**src/rtl/vc_pwm_pkg.sv**
```systemverilog
package vc_pwm_pkg;
   // ****************************************************
   // Sizes
   // ****************************************************
   localparam int INSTR_COUNT = 8;
   localparam int PIN_COUNT   = 8;
   localparam int REG_WIDTH   = 25;
   localparam int FINE_WIDTH  = 7;
   // ****************************************************
   // Register map (byte addresses)
   // ****************************************************
   localparam logic [7:0] ADDR_MEM_LAST  = 8'h7C;
   localparam logic [7:0] ADDR_CONTROL   = 8'h80;
   localparam logic [7:0] ADDR_PRESCALE  = 8'h84;
   localparam logic [7:0] ADDR_STATUS    = 8'h88;
   localparam logic [7:0] ADDR_REG_A     = 8'h8C;
   localparam logic [7:0] ADDR_REG_B     = 8'h90;
   // Word index inside one four-word instruction
   localparam logic [1:0] WORD_PROGRAM   = 2'h0;
   localparam logic [1:0] WORD_CONTROL   = 2'h1;
   localparam logic [1:0] WORD_DATA      = 2'h2;
   // Prescale field positions and reset values
   localparam int FINE_CODE_LSB          = 0;
   localparam int LOOP_CODE_LSB          = 8;
   localparam logic [5:0] FINE_CODE_RESET = 6'h00;
   localparam logic [2:0] LOOP_CODE_RESET = 3'h3;
   localparam int LOOP_CODE_MAX          = 7;
   // Status field positions
   localparam int STATUS_OVERRUN         = 0;
   localparam int STATUS_PINS_LSB        = 8;
   // ****************************************************
   // Instruction encoding
   // ****************************************************
   localparam logic [1:0] OP_VIRTUAL_COUNT = 2'h1;
   localparam logic [1:0] OP_MAGNITUDE_CMP = 2'h2;
   typedef enum logic {
      state_idle = 1'b0,
      state_run  = 1'b1
   } state_type;
   // Decoded fields of the instruction at the sequencer pointer
   typedef struct packed {
      logic [2:0]           next_ptr;
      logic [1:0]           opcode;
      logic                 reg_sel;
      logic [REG_WIDTH-1:0] count_limit;
      logic                 pin_action_enable;
      logic                 fine_coarse_select;
      logic                 pulse_high_action;
      logic [2:0]           pin_sel;
      logic [31:0]          data_field;
   } instr_type;
endpackage

```
**src/rtl/virtual_counter_pwm.sv**
```systemverilog
`timescale 1ns/1ps
// What this block does
// Program fits loop slot count, software's duty
// Loop period is loop ratio fine periods
// Fine ratio one ticks every clock
// Each instruction takes one slot
// Virtual count executes once per loop
// Count increments data, copies to register
// After limit the count returns to zero
// Next pointer chains instructions, no counter
// Compare field: fine bits 6..0, coarse above
// Use only upper log2 loop-ratio fine bits
// Software shifts fine compare time itself
// Compare coarse value against selected register
// Match with action enabled drives chosen pin; code drives it only when the pulse-high action bit is also set
// Pulse high: set on match, clear on wrap
// Fine select delays set by fine field
// Instruction is four 32-bit words
// Host loads memory before engine starts
// Fine delay counts from loop period start; code counts from the compare slot
module virtual_counter_pwm (
   input  wire logic        clock,
   input  wire logic        reset,
   input  wire logic [7:0]  address,
   input  wire logic [31:0] write_data,
   input  wire logic        write_strobe,
   input  wire logic        read_strobe,
   output logic      [31:0] read_data,
   output logic      [7:0]  pin_out
);
   localparam int RW = vc_pwm_pkg::REG_WIDTH;
   localparam int PN = vc_pwm_pkg::PIN_COUNT;

   logic [31:0]    mem [0:4*vc_pwm_pkg::INSTR_COUNT-1];
   logic           enable_reg;
   logic [5:0]     fine_code_reg;
   logic [2:0]     loop_code_reg;
   logic           overrun_reg;
   logic [5:0]     fine_cnt_reg;
   logic [6:0]     loop_cnt_reg;
   logic           fine_tick;
   logic           loop_tick;
   vc_pwm_pkg::state_type state_reg;
   logic [2:0]     ptr_reg;
   logic [RW-1:0]  reg_file [0:1];
   logic [1:0]     wrap_reg;
   vc_pwm_pkg::instr_type instr;
   logic           exec;
   logic           exec_count;
   logic           exec_cmp;
   logic [RW-1:0]  count_next;
   logic           count_wrap;
   logic [PN-1:0]  set_hit;
   logic [PN-1:0]  clr_hit;
   logic [6:0]     set_delay;
   logic [PN-1:0]  pin_reg;

   // ****************************************************
   // Helpers
   // ****************************************************
   // Upper log2(loop ratio) bits of the fine field form the delay
   function automatic logic [6:0] fine_delay(input logic [6:0] f,
                                             input logic [2:0] code);
      fine_delay = f >> (3'h7 - code);
   endfunction

   // Address falls inside instruction memory
   function automatic logic is_mem(input logic [7:0] a);
      is_mem = (a <= vc_pwm_pkg::ADDR_MEM_LAST);
   endfunction

   // ****************************************************
   // Register port
   // ****************************************************
   // Control: engine enable
   always_ff @(posedge clock or posedge reset) begin
      if (reset) begin
         enable_reg <= 1'b0;
      end else if (write_strobe &&
                   address == vc_pwm_pkg::ADDR_CONTROL) begin
         enable_reg <= write_data[0];
      end
   end

   // Prescale only changes while stopped so periods stay whole
   always_ff @(posedge clock or posedge reset) begin
      if (reset) begin
         fine_code_reg <= vc_pwm_pkg::FINE_CODE_RESET;
         loop_code_reg <= vc_pwm_pkg::LOOP_CODE_RESET;
      end else if (write_strobe && !enable_reg &&
                   address == vc_pwm_pkg::ADDR_PRESCALE) begin
         fine_code_reg <= write_data[vc_pwm_pkg::FINE_CODE_LSB +: 6];
         loop_code_reg <= write_data[vc_pwm_pkg::LOOP_CODE_LSB +: 3];
      end
   end

   // Overrun is sticky; a new overrun wins over write-one-clear
   always_ff @(posedge clock or posedge reset) begin
      if (reset) begin
         overrun_reg <= 1'b0;
      end else if (loop_tick && state_reg == vc_pwm_pkg::state_run) begin
         overrun_reg <= 1'b1;
      end else if (write_strobe &&
                   address == vc_pwm_pkg::ADDR_STATUS &&
                   write_data[vc_pwm_pkg::STATUS_OVERRUN]) begin
         overrun_reg <= 1'b0;
      end
   end

   // Read data stands only in the cycle after the strobe
   always_ff @(posedge clock or posedge reset) begin
      if (reset) begin
         read_data <= 32'h0000_0000;
      end else if (!read_strobe) begin
         read_data <= 32'h0000_0000;
      end else if (is_mem(address)) begin
         read_data <= mem[address[6:2]];
      end else begin
         case (address)
            vc_pwm_pkg::ADDR_CONTROL: read_data <= {31'h0, enable_reg};
            vc_pwm_pkg::ADDR_PRESCALE:
               read_data <= {21'h0, loop_code_reg, 2'h0, fine_code_reg};
            vc_pwm_pkg::ADDR_STATUS:
               read_data <= {16'h0, pin_reg, 7'h0, overrun_reg};
            vc_pwm_pkg::ADDR_REG_A: read_data <= {7'h0, reg_file[0]};
            vc_pwm_pkg::ADDR_REG_B: read_data <= {7'h0, reg_file[1]};
            default: read_data <= 32'h0000_0000;
         endcase
      end
   end

   // Four words per instruction; host writes only while stopped
   always_ff @(posedge clock) begin
      if (exec_count) begin
         mem[{ptr_reg, vc_pwm_pkg::WORD_DATA}] <= {7'h0, count_next};
      end else if (write_strobe && !enable_reg && is_mem(address)) begin
         mem[address[6:2]] <= write_data;
      end
   end

   // ****************************************************
   // Prescalers
   // ****************************************************
   // Fine ratio is code plus one clocks; code zero ticks each clock
   assign fine_tick = enable_reg && fine_cnt_reg == fine_code_reg;
   assign loop_tick = fine_tick &&
                      loop_cnt_reg == 7'((8'h01 << loop_code_reg) - 8'h01);

   always_ff @(posedge clock or posedge reset) begin
      if (reset) begin
         fine_cnt_reg <= 6'h00;
         loop_cnt_reg <= 7'h00;
      end else if (!enable_reg) begin
         fine_cnt_reg <= 6'h00;
         loop_cnt_reg <= 7'h00;
      end else if (fine_tick) begin
         fine_cnt_reg <= 6'h00;
         loop_cnt_reg <= loop_tick ? 7'h00 : loop_cnt_reg + 7'h01;
      end else begin
         fine_cnt_reg <= fine_cnt_reg + 6'h01;
      end
   end

   // ****************************************************
   // Sequencer
   // ****************************************************
   // Decode the instruction at the pointer
   always_comb begin
      instr = '0;
      instr.next_ptr    = mem[{ptr_reg, vc_pwm_pkg::WORD_PROGRAM}][2:0];
      instr.opcode      = mem[{ptr_reg, vc_pwm_pkg::WORD_PROGRAM}][4:3];
      instr.reg_sel     = mem[{ptr_reg, vc_pwm_pkg::WORD_PROGRAM}][5];
      instr.count_limit = mem[{ptr_reg, vc_pwm_pkg::WORD_CONTROL}][RW-1:0];
      instr.pin_action_enable  = mem[{ptr_reg, vc_pwm_pkg::WORD_CONTROL}][0];
      instr.fine_coarse_select = mem[{ptr_reg, vc_pwm_pkg::WORD_CONTROL}][1];
      instr.pulse_high_action  = mem[{ptr_reg, vc_pwm_pkg::WORD_CONTROL}][2];
      instr.pin_sel     = mem[{ptr_reg, vc_pwm_pkg::WORD_CONTROL}][5:3];
      instr.data_field  = mem[{ptr_reg, vc_pwm_pkg::WORD_DATA}];
   end

   assign exec = state_reg == vc_pwm_pkg::state_run;
   assign exec_count = exec && instr.opcode == vc_pwm_pkg::OP_VIRTUAL_COUNT;
   assign exec_cmp   = exec && instr.opcode == vc_pwm_pkg::OP_MAGNITUDE_CMP;

   // Wrap to zero on the execution after the limit
   assign count_wrap = instr.data_field[RW-1:0] == instr.count_limit;
   assign count_next = count_wrap ? '0 : instr.data_field[RW-1:0] + RW'(1);

   // Each loop starts at slot zero; a pointer back to zero ends it
   always_ff @(posedge clock or posedge reset) begin
      if (reset) begin
         state_reg <= vc_pwm_pkg::state_idle;
         ptr_reg   <= 3'h0;
      end else if (loop_tick) begin
         state_reg <= vc_pwm_pkg::state_run;
         ptr_reg   <= 3'h0;
      end else begin
         case (state_reg)
            vc_pwm_pkg::state_run: begin
               ptr_reg <= instr.next_ptr;
               if (instr.next_ptr == 3'h0 || !enable_reg) begin
                  state_reg <= vc_pwm_pkg::state_idle;
               end
            end
            default: state_reg <= vc_pwm_pkg::state_idle;
         endcase
      end
   end

   // Internal registers take the new count
   always_ff @(posedge clock or posedge reset) begin
      if (reset) begin
         reg_file[0] <= '0;
         reg_file[1] <= '0;
      end else if (exec_count) begin
         reg_file[instr.reg_sel] <= count_next;
      end
   end

   // Wrap seen this loop, consumed by compares on the same register
   always_ff @(posedge clock or posedge reset) begin
      if (reset) begin
         wrap_reg <= 2'h0;
      end else if (exec_count) begin
         wrap_reg[instr.reg_sel] <= count_wrap;
      end else if (loop_tick) begin
         wrap_reg <= 2'h0;
      end
   end

   // ****************************************************
   // Compare and pin actions
   // ****************************************************
   // Coarse part is bits 31..7, fine part bits 6..0
   always_comb begin
      set_hit = '0;
      clr_hit = '0;
      set_delay = '0;
      if (exec_cmp && instr.pin_action_enable &&
          instr.pulse_high_action) begin
         if (reg_file[instr.reg_sel] >= instr.data_field[31:7]) begin
            set_hit[instr.pin_sel] = 1'b1;
         end
         if (wrap_reg[instr.reg_sel]) begin
            clr_hit[instr.pin_sel] = 1'b1;
         end
      end
      if (instr.fine_coarse_select) begin
         set_delay = fine_delay(instr.data_field[6:0], loop_code_reg);
      end
   end

   // One fine delay counter per pin, loaded by the compare and counted in fine ticks after it
   genvar g;
   generate
      for (g = 0; g < PN; g++) begin : g_pin
         logic       pend_reg;
         logic [6:0] dly_reg;
         always_ff @(posedge clock or posedge reset) begin
            if (reset) begin
               pin_reg[g] <= 1'b0;
               pend_reg   <= 1'b0;
               dly_reg    <= 7'h00;
            end else if (set_hit[g] && set_delay == 7'h00) begin
               pin_reg[g] <= 1'b1;
               pend_reg   <= 1'b0;
            end else if (set_hit[g]) begin
               if (clr_hit[g]) begin
                  pin_reg[g] <= 1'b0;
               end
               pend_reg <= 1'b1;
               dly_reg  <= set_delay;
            end else if (clr_hit[g]) begin
               pin_reg[g] <= 1'b0;
               pend_reg   <= 1'b0;
            end else if (pend_reg && fine_tick) begin
               if (dly_reg == 7'h01) begin
                  pin_reg[g] <= 1'b1;
                  pend_reg   <= 1'b0;
               end
               dly_reg <= dly_reg - 7'h01;
            end
         end
      end
   endgenerate

   assign pin_out = pin_reg;

   logic [13:0] since_loop_reg;
   logic        seen_loop_reg;
   logic        counted_reg;
   always_ff @(posedge clock or posedge reset) begin
      if (reset) begin
         since_loop_reg <= 14'h0000;
         seen_loop_reg  <= 1'b0;
         counted_reg    <= 1'b0;
      end else begin
         since_loop_reg <= loop_tick ? 14'h0000 : since_loop_reg + 14'h0001;
         seen_loop_reg  <= enable_reg && (seen_loop_reg || loop_tick);
         counted_reg    <= !loop_tick && (counted_reg || exec_count);
      end
   end
endmodule

```
**config.mk**
```make
export PLATFORM = sky130hd
export DESIGN_NAME = virtual_counter_pwm
export DESIGN_NICKNAME = d
export VERILOG_FILES = /design/src/rtl/vc_pwm_pkg.sv /design/src/rtl/virtual_counter_pwm.sv
export SDC_FILE = /design/constraint.sdc
export NUM_CORES = 2
export LEC_CHECK = 0
export BUFFER_PORTS_ARGS = -buffer_cell sky130_fd_sc_hd__buf_2
export CAP_MARGIN = 10
export CORE_AREA = 2 2 320 322
export CTS_CLUSTER_DIAMETER = 80
export DETAILED_ROUTE_END_ITERATION = 8
export DIE_AREA = 0 0 322 324
export PLACE_DENSITY = 0.74
export SETUP_SLACK_MARGIN = 0.3
export SLEW_MARGIN = 15
export SYNTH_ARGS = -nofsm -noshare
export SYNTH_HDL_FRONTEND = slang
export SYNTH_SLANG_ARGS = --single-unit
```
**constraint.sdc**
```tcl
create_clock -name clock -period 5.35 [get_ports clock]
set_input_delay 0 -clock clock [delete_from_list [all_inputs] [get_ports clock]]
set_output_delay 0 -clock clock [all_outputs]
set_load 0.005 [all_outputs]
```
# Yosys cells after proc, flatten, opt, wreduce, memory -nomap -nowiden
# Memory sizes are Yosys's and may differ from the RTL's.
# Cells that the tools add are included.
word_totals:
  mem_bits_rw: 1024
  inputBits: 44
  out_inout_bits: 40
  ff_bits: 184
  memories: 1
op_classes:
  n_eq_ne: 35
  n_mux: 156
  shifts: 2
  addsub: 13
  n_lt_le_gt_ge: 8
  n_bitwise: 9
  reduce_logical: 104
mem_list:
  columns: ["memory", "words", "width", "rd", "rd_ports_with_merged_regs", "write_ports", "line", "rtl"]
  rows:
  - ["mem", 32, 32, 4, 0, 1, "virtual_counter_pwm.sv:34", "logic [31:0] mem [0:4*vc_pwm_pkg::INSTR_COUNT-1];"]
op_table:
  columns: ["cell", "count"]
  rows:
  - ["2-to-1 mux 7 bit", 28]
  - ["2-to-1 mux 25 bit", 5]
  - ["case mux 25 bit (5 select lines)", 1]
  - ["2-to-1 mux 1 bit", 103]
  - ["2-to-1 mux 32 bit", 3]
  - ["nonzero test 4 bit", 16]
  - ["subtractor 7 x 1 -> 7 bit, second input constant", 9]
  - ["equality test 7 x 1 -> 1 bit, second input constant", 8]
  - ["bitwise mux 50 bit", 1]
  - ["AND reduction 3 bit", 16]
  - ["nonzero test 3 bit", 16]
  - ["equality test 8 bit, second input constant", 5]
  - ["logical AND 1 bit", 32]
  - ["2-to-1 mux 8 bit", 4]
  - ["OR reduction 32 bit", 1]
  - ["adder 25 x 1 -> 25 bit, second input constant", 1]
  - ["demux 25 bit (select 1 bit)", 1]
  - ["equality test 25 bit", 1]
  - [">= comparator 25 bit", 1]
  - ["inequality test 3 x 1 -> 1 bit, second input constant", 8]
  - ["nonzero test 2 bit", 11]
  - ["inequality test 2 bit, second input constant", 8]
  - ["AND reduction 2 bit", 8]
  - ["2-to-1 mux 6 bit", 2]
  - ["other kinds (29)", 38]

# Depth between registers and ports, before layout
# An unclocked memory read counts as a cell.
logic_depth:
  ltp_word: 11
  mapped_depth: 24
  mapped_depth_nobuf: 13

# Worst setup path before layout
# No wires, ideal clock.
synth_timing:
  path_kind: "reg-to-reg"
  startpoint: "reg ptr_reg[0]"
  endpoint: "mem mem[27][0] (enable)"
  slack_ns: 0.121
  n_path_buf: 6
  setup_time_ns: 0.461
  period_less_slack_ns: 5.229
  required_time_ns: 4.889
  arrival_ns: 4.768
  stages_incl_launch_ff: 13
  cell_sequence: "dfrtp_1 -> buf_6 -> buf_12 -> buf_12 -> buf_12 -> buf_12 -> mux4_2 -> nand3b_1 -> o21ai_1 -> a21oi_1 -> clkbuf_1 -> nand3_1 -> nor3_1"
synth_via:
  elab_chain_cells: 7
  elab_cells_between_ends: 10
  cone_classes: "1 x eq/ne; 6 x mux; 2 x reduce/logical; 1 x memory"
synth_lines:
  columns: ["item", "line", "rtl"]
  rows:
  - ["from (decl)", "virtual_counter_pwm.sv:44", "logic [2:0] ptr_reg;"]
  - ["from (signal assigned)", "virtual_counter_pwm.sv:200", "ptr_reg <= instr.next_ptr;"]
  - ["memory (32 x 32 bit)", null, null]
  - ["equality test 2 x 1 -> 1 bit", "virtual_counter_pwm.sv:182", "assign exec_count = exec && instr.opcode == vc_pwm_pkg::OP_VIRTUAL_COUNT;"]
  - ["logical AND 1 bit", "virtual_counter_pwm.sv:182", null]
  - ["2-to-1 mux 1 bit", "virtual_counter_pwm.sv:134", "if (exec_count) begin"]
  - ["2-to-1 mux 1 bit (implied by the code)", "virtual_counter_pwm.sv:137", "mem[address[6:2]] <= write_data;"]
  - ["OR reduction 32 bit (no line)", null, null]
  - ["2-to-1 mux 5 bit (no line) or 2-to-1 mux 1 bit (tied branches)", null, null]
  - ["to (decl)", "virtual_counter_pwm.sv:34", null]
# Parallel ways exist; a longest one is shown, timed or not.

# Final worst setup path
layout_timing:
  startpoint: "reg ptr_reg[0]"
  endpoint: "reg g_pin[2].dly_reg[4]"
layout_via:
  elab_chain_cells: 11
  elab_cells_between_ends: 30
  cone_classes: "3 x order compare; 2 x eq/ne; 1 x shift; 13 x mux; 2 x bitwise; 8 x reduce/logical; 1 x memory"
layout_lines:
  columns: ["item", "line", "rtl"]
  rows:
  - ["memory (32 x 32 bit) *", null, null]
  - ["parallel branches: the longest is 10 deep, another holds >= comparator 25 bit", null, null]
  - ["to (signal assigned)", "virtual_counter_pwm.sv:272", "dly_reg <= set_delay;"]
  - ["to (signal assigned)", "virtual_counter_pwm.sv:281", "dly_reg <= dly_reg - 7'h01;"]
  - ["to (decl)", "virtual_counter_pwm.sv:258", "logic [6:0] dly_reg;"]
# Mark *: on every way between the ends. The select of a mux whose other input is x is not followed.
# A chain may end at the register's enable or synchronous reset.

==> summary.txt <==
Synthesis
  – Ys async rst share: 0.152
  – Cell area after synthesis: 0.0550 mm2
  – Ys Warns: 0
  – Synth Area in Simple Gates: 0.0494
  – Register bit total from synthesis: 1,208
  – Synth Flop Type: edfxtp_1
  – Mux share of post-synthesis cell area: 0.217
  – Syn Area/Cell: 17.8 um2
  – EDFF count, synth: 1,024
  – Synth Area in Compound Gates: 0.0487
  – Post-Synth Adder-Cell Area: 0.00979
  – Sequential fraction of the synthesis area: 0.643
  – Syn_nets: 3,182
  – Post-synthesis xor/xnor area fraction: 0.0102
  – Largest family of logic cells by synthesized area: multiplexers
  – Mapped Cells: 3,095
  – Synth unique cells: 106

Timing
  – Worst slew margin: 0.270
  – Final period utilization: 0.921
  – Setup TNS: 0 ns
  – Fmax: 0.203 GHz
  – Worst-margin pin slew: 1.09 ns
  – Hold Violations, Final: 0
  – Setup Skew: 0.0743 ns
  – Final setup vio count: 0
  – Final min period: 4.93 ns
  – Setup repair after global routing missed its margin: true
  – Number of max-slew violations in the final report: 0

Routing
  – DRT iter0 DRCs: 4,984
  – # DRC: 0
  – WL/cell: 34.8 um
  – Antenna viol nets, final: 0
  – Routed Wire Length: 166,000 um
  – Drt first pass iters: 6
  – Detailed-route via count: 33,700
  – Via density: 7.07

Place
  – Port Buffers: 83
  – RD Place Congestion: 0.951
  – Post-DP HPWL: 99,600 um

Pwr
  – Max VDD drop: 0.337 mV
  – Pwr Total: 26.9 mW
  – Leakage dissipation: 21.0 nW
  – Power density over the cells: 428 mW/mm2

Clock tree
  – Root buffer cell: clkbuf_16
  – Clock Latency Late Sink: 0.74 ns
  – Clock-pin slew on the worst setup and hold paths: 0.06 ns
  – Max clock buf depth: 3
  – CTS tree: built
  – H-Tree Depth: 3
  – Clock Sinks: 1,208
  – Total CTS buffers: 119

Global routing
  – Initial antenna violation count: 8
  – Total grt overflow: 0
  – Largest net degree at the start of global routing: 105
  – Global-route usage over all layers: 0.322
  – First-pass GRT wire length: 239,000 um
  – Number of global-route vias before repair: 33,600

Critical path
  – Worst Path Required: 5.95 ns
  – WP buf/inv: 7
  – Worst-path fanout max: 9
  – Crit path max-delay family: buffers and inverters
  – Crit path capture type: flop
  – Cells along the critical path: buf_4 > mux2i_1 > mux4_2 > buf_12 > mux2_2 > ha_1 > a21oi_1 > o21ai_0 > o22a_1 > a2111oi_2 > buf_4 > or3_4 > buf_12 > buf_4 > buf_4 > a2111oi_4 > buf_6 > nor2_1 > mux2i_1 > a21boi_1
  – Critical path's slowest cell: mux4_2
  – CP peak stage delay: 0.63 ns
  – CP startpoint kind: flop
  – CP most frequent cell: buf_4
  – WP data arrival: 5.53 ns
  – Setup CP Type: reg2reg

Cells and area
  – Final core occ: 0.622
  – # nets final: 3,431
  – Commonest non-fill, non-tap cell in the layout: edfxtp_1
  – Max reg flops: 1,024
  – Commonest non-fill, non-tap cells in the layout: edfxtp_1, mux4_2, dfrtp_1
  – Fraction of layout cells with a size suffix above 1: 0.307
  – Area grow syn2layout: 14.3%

Die
  – Die Area: 0.104 mm2
  – Initial core utilization: 0.544
  – Num ports: 84
  – Chip height: 324 um
  – Width of the die: 322 um
  – Core area: 0.101 mm2
  – Cell row count: 117

Run
  – Number of max-cap violations: 0

Status
  – Run status: complete, no violations

Min path
  – Hold WC Path Type: in2reg
-- cell families after synthesis --
kind of cell	count (synthesis)
simple gates	544
flops	1208
fa+ha+maj	43
mux	605
xor+xnor	63
buf+inv	235
compound gates	397
-- synth_stat cells, types with 11 or more instances --
cell type	number	share of area
edfxtp_1	1024	0.56
mux4_2	443	0.18
dfrtp_1	182	0.083
nand2_1	152	0.010
nor2_1	141	0.0096
mux2i_1	103	0.019
o21ai_0	96	0.0087
clkbuf_1	89	0.0061
a21oi_1	88	0.0080
inv_1	46	0.0031
xnor2_1	45	0.0072
buf_1	44	0.0030
ha_1	43	0.0098
nand3_1	40	0.0036
mux2_2	39	0.0080
nor3_1	36	0.0033
nand2b_1	33	0.0038
o21ai_1	26	0.0024
a211oi_1	21	0.0029
nand4_1	21	0.0024
a22oi_1	19	0.0026
and2_1	19	0.0022
xor2_1	17	0.0027
buf_2	16	0.0015
a22o_1	14	0.0022
buf_6	14	0.0029
mux4_1	14	0.0067
nor4_1	14	0.0016
or3_1	13	0.0015
buf_4	12	0.0016
a311oi_1	11	0.0018
a31oi_1	11	0.0013
nor2b_1	11	0.0013
o22ai_1	11	0.0013
-- cell type report --
class	instances	area, um2
fillers	6887	38100
diodes	1	2.50
clock buffers	158	3280
flip-flops and latches	1208	35400
clock inverters	70	888
repair buffers	316	2690
inverters	47	184
well taps	1309	1640
multi-input cells	1652	18800
-- report_power, final --
group | internal [mW] | switching [mW] | total, mW
clock network | 5.10 | 3.68 | 8.79
registers | 11.4 | 0.181 | 11.6
logic | 2.45 | 4.07 | 6.52
-- final timing paths --
check / from / endpoint / slack (ns) / cells after the start
hold / removal: write_data[15] / mem[28][15] / 0.06 / 4
setup / recovery: ptr_reg[0] / g_pin[2].dly_reg[4] / 0.42 / 20
hold reg to reg: g_pin[1].dly_reg[6] / g_pin[1].dly_reg[6] / 0.49 / 1
setup reg to reg: ptr_reg[0] / g_pin[2].dly_reg[4] / 0.42 / 20
min in group asynchronous: reset / loop_cnt_reg[3] / 0.55 / 4
max in group asynchronous: reset / ptr_reg[0] / 3.41 / 5
-- per-stage QoR --
step | area (um2) | hold WS, ns | instances | setup slack, ns
after floorplan | 55000 | 0.150 | 3095 | 0.337
after global placement | 58100 | 0.130 | 4490 | 0.412
after detailed placement | 58100 | 0.136 | 4490 | 0.378
after CTS | 62600 | 0.0183 | 4747 | 0.357
after global routing | 62900 | 0.0942 | 4760 | 0.217
final | 62900 | 0.0556 | 4761 | 0.421
-- worst reg2reg max path: stages (launching register included) --
cell and delay, ns:
dfrtp_4 0.55, buf_4 0.22, mux2i_1 0.13, mux4_2 0.63, buf_12 0.21, mux2_2 0.28, ha_1 0.32, a21oi_1 0.07
o21ai_0 0.14, o22a_1 0.22, a2111oi_2 0.06, buf_4 0.17, or3_4 0.44, buf_12 0.17, buf_4 0.17, buf_4 0.15
a2111oi_4 0.36, buf_6 0.19, nor2_1 0.04, mux2i_1 0.13, a21boi_1 0.16
-- routing by layer --
metal / GRT usage / vias up / share of wire
met1: 0.445 / 17400 / 0.36
met5: 0 / - / 0.00017
met4: 0.114 / 4 / 0.042
met3: 0.0828 / 447 / 0.13
li1: - / 13200 / -
met2: 0.500 / 2610 / 0.46
-- what timing repair did --
item,CTS,global route
gates cloned,0,2
pin swaps,0,3
hold endpoints to repair,715,55
resized for setup,1,19
setup buffers,0,9
hold buffers,29,2
setup endpoints to repair,5,121
Note: power is estimated with default switching activity, not from simulation.
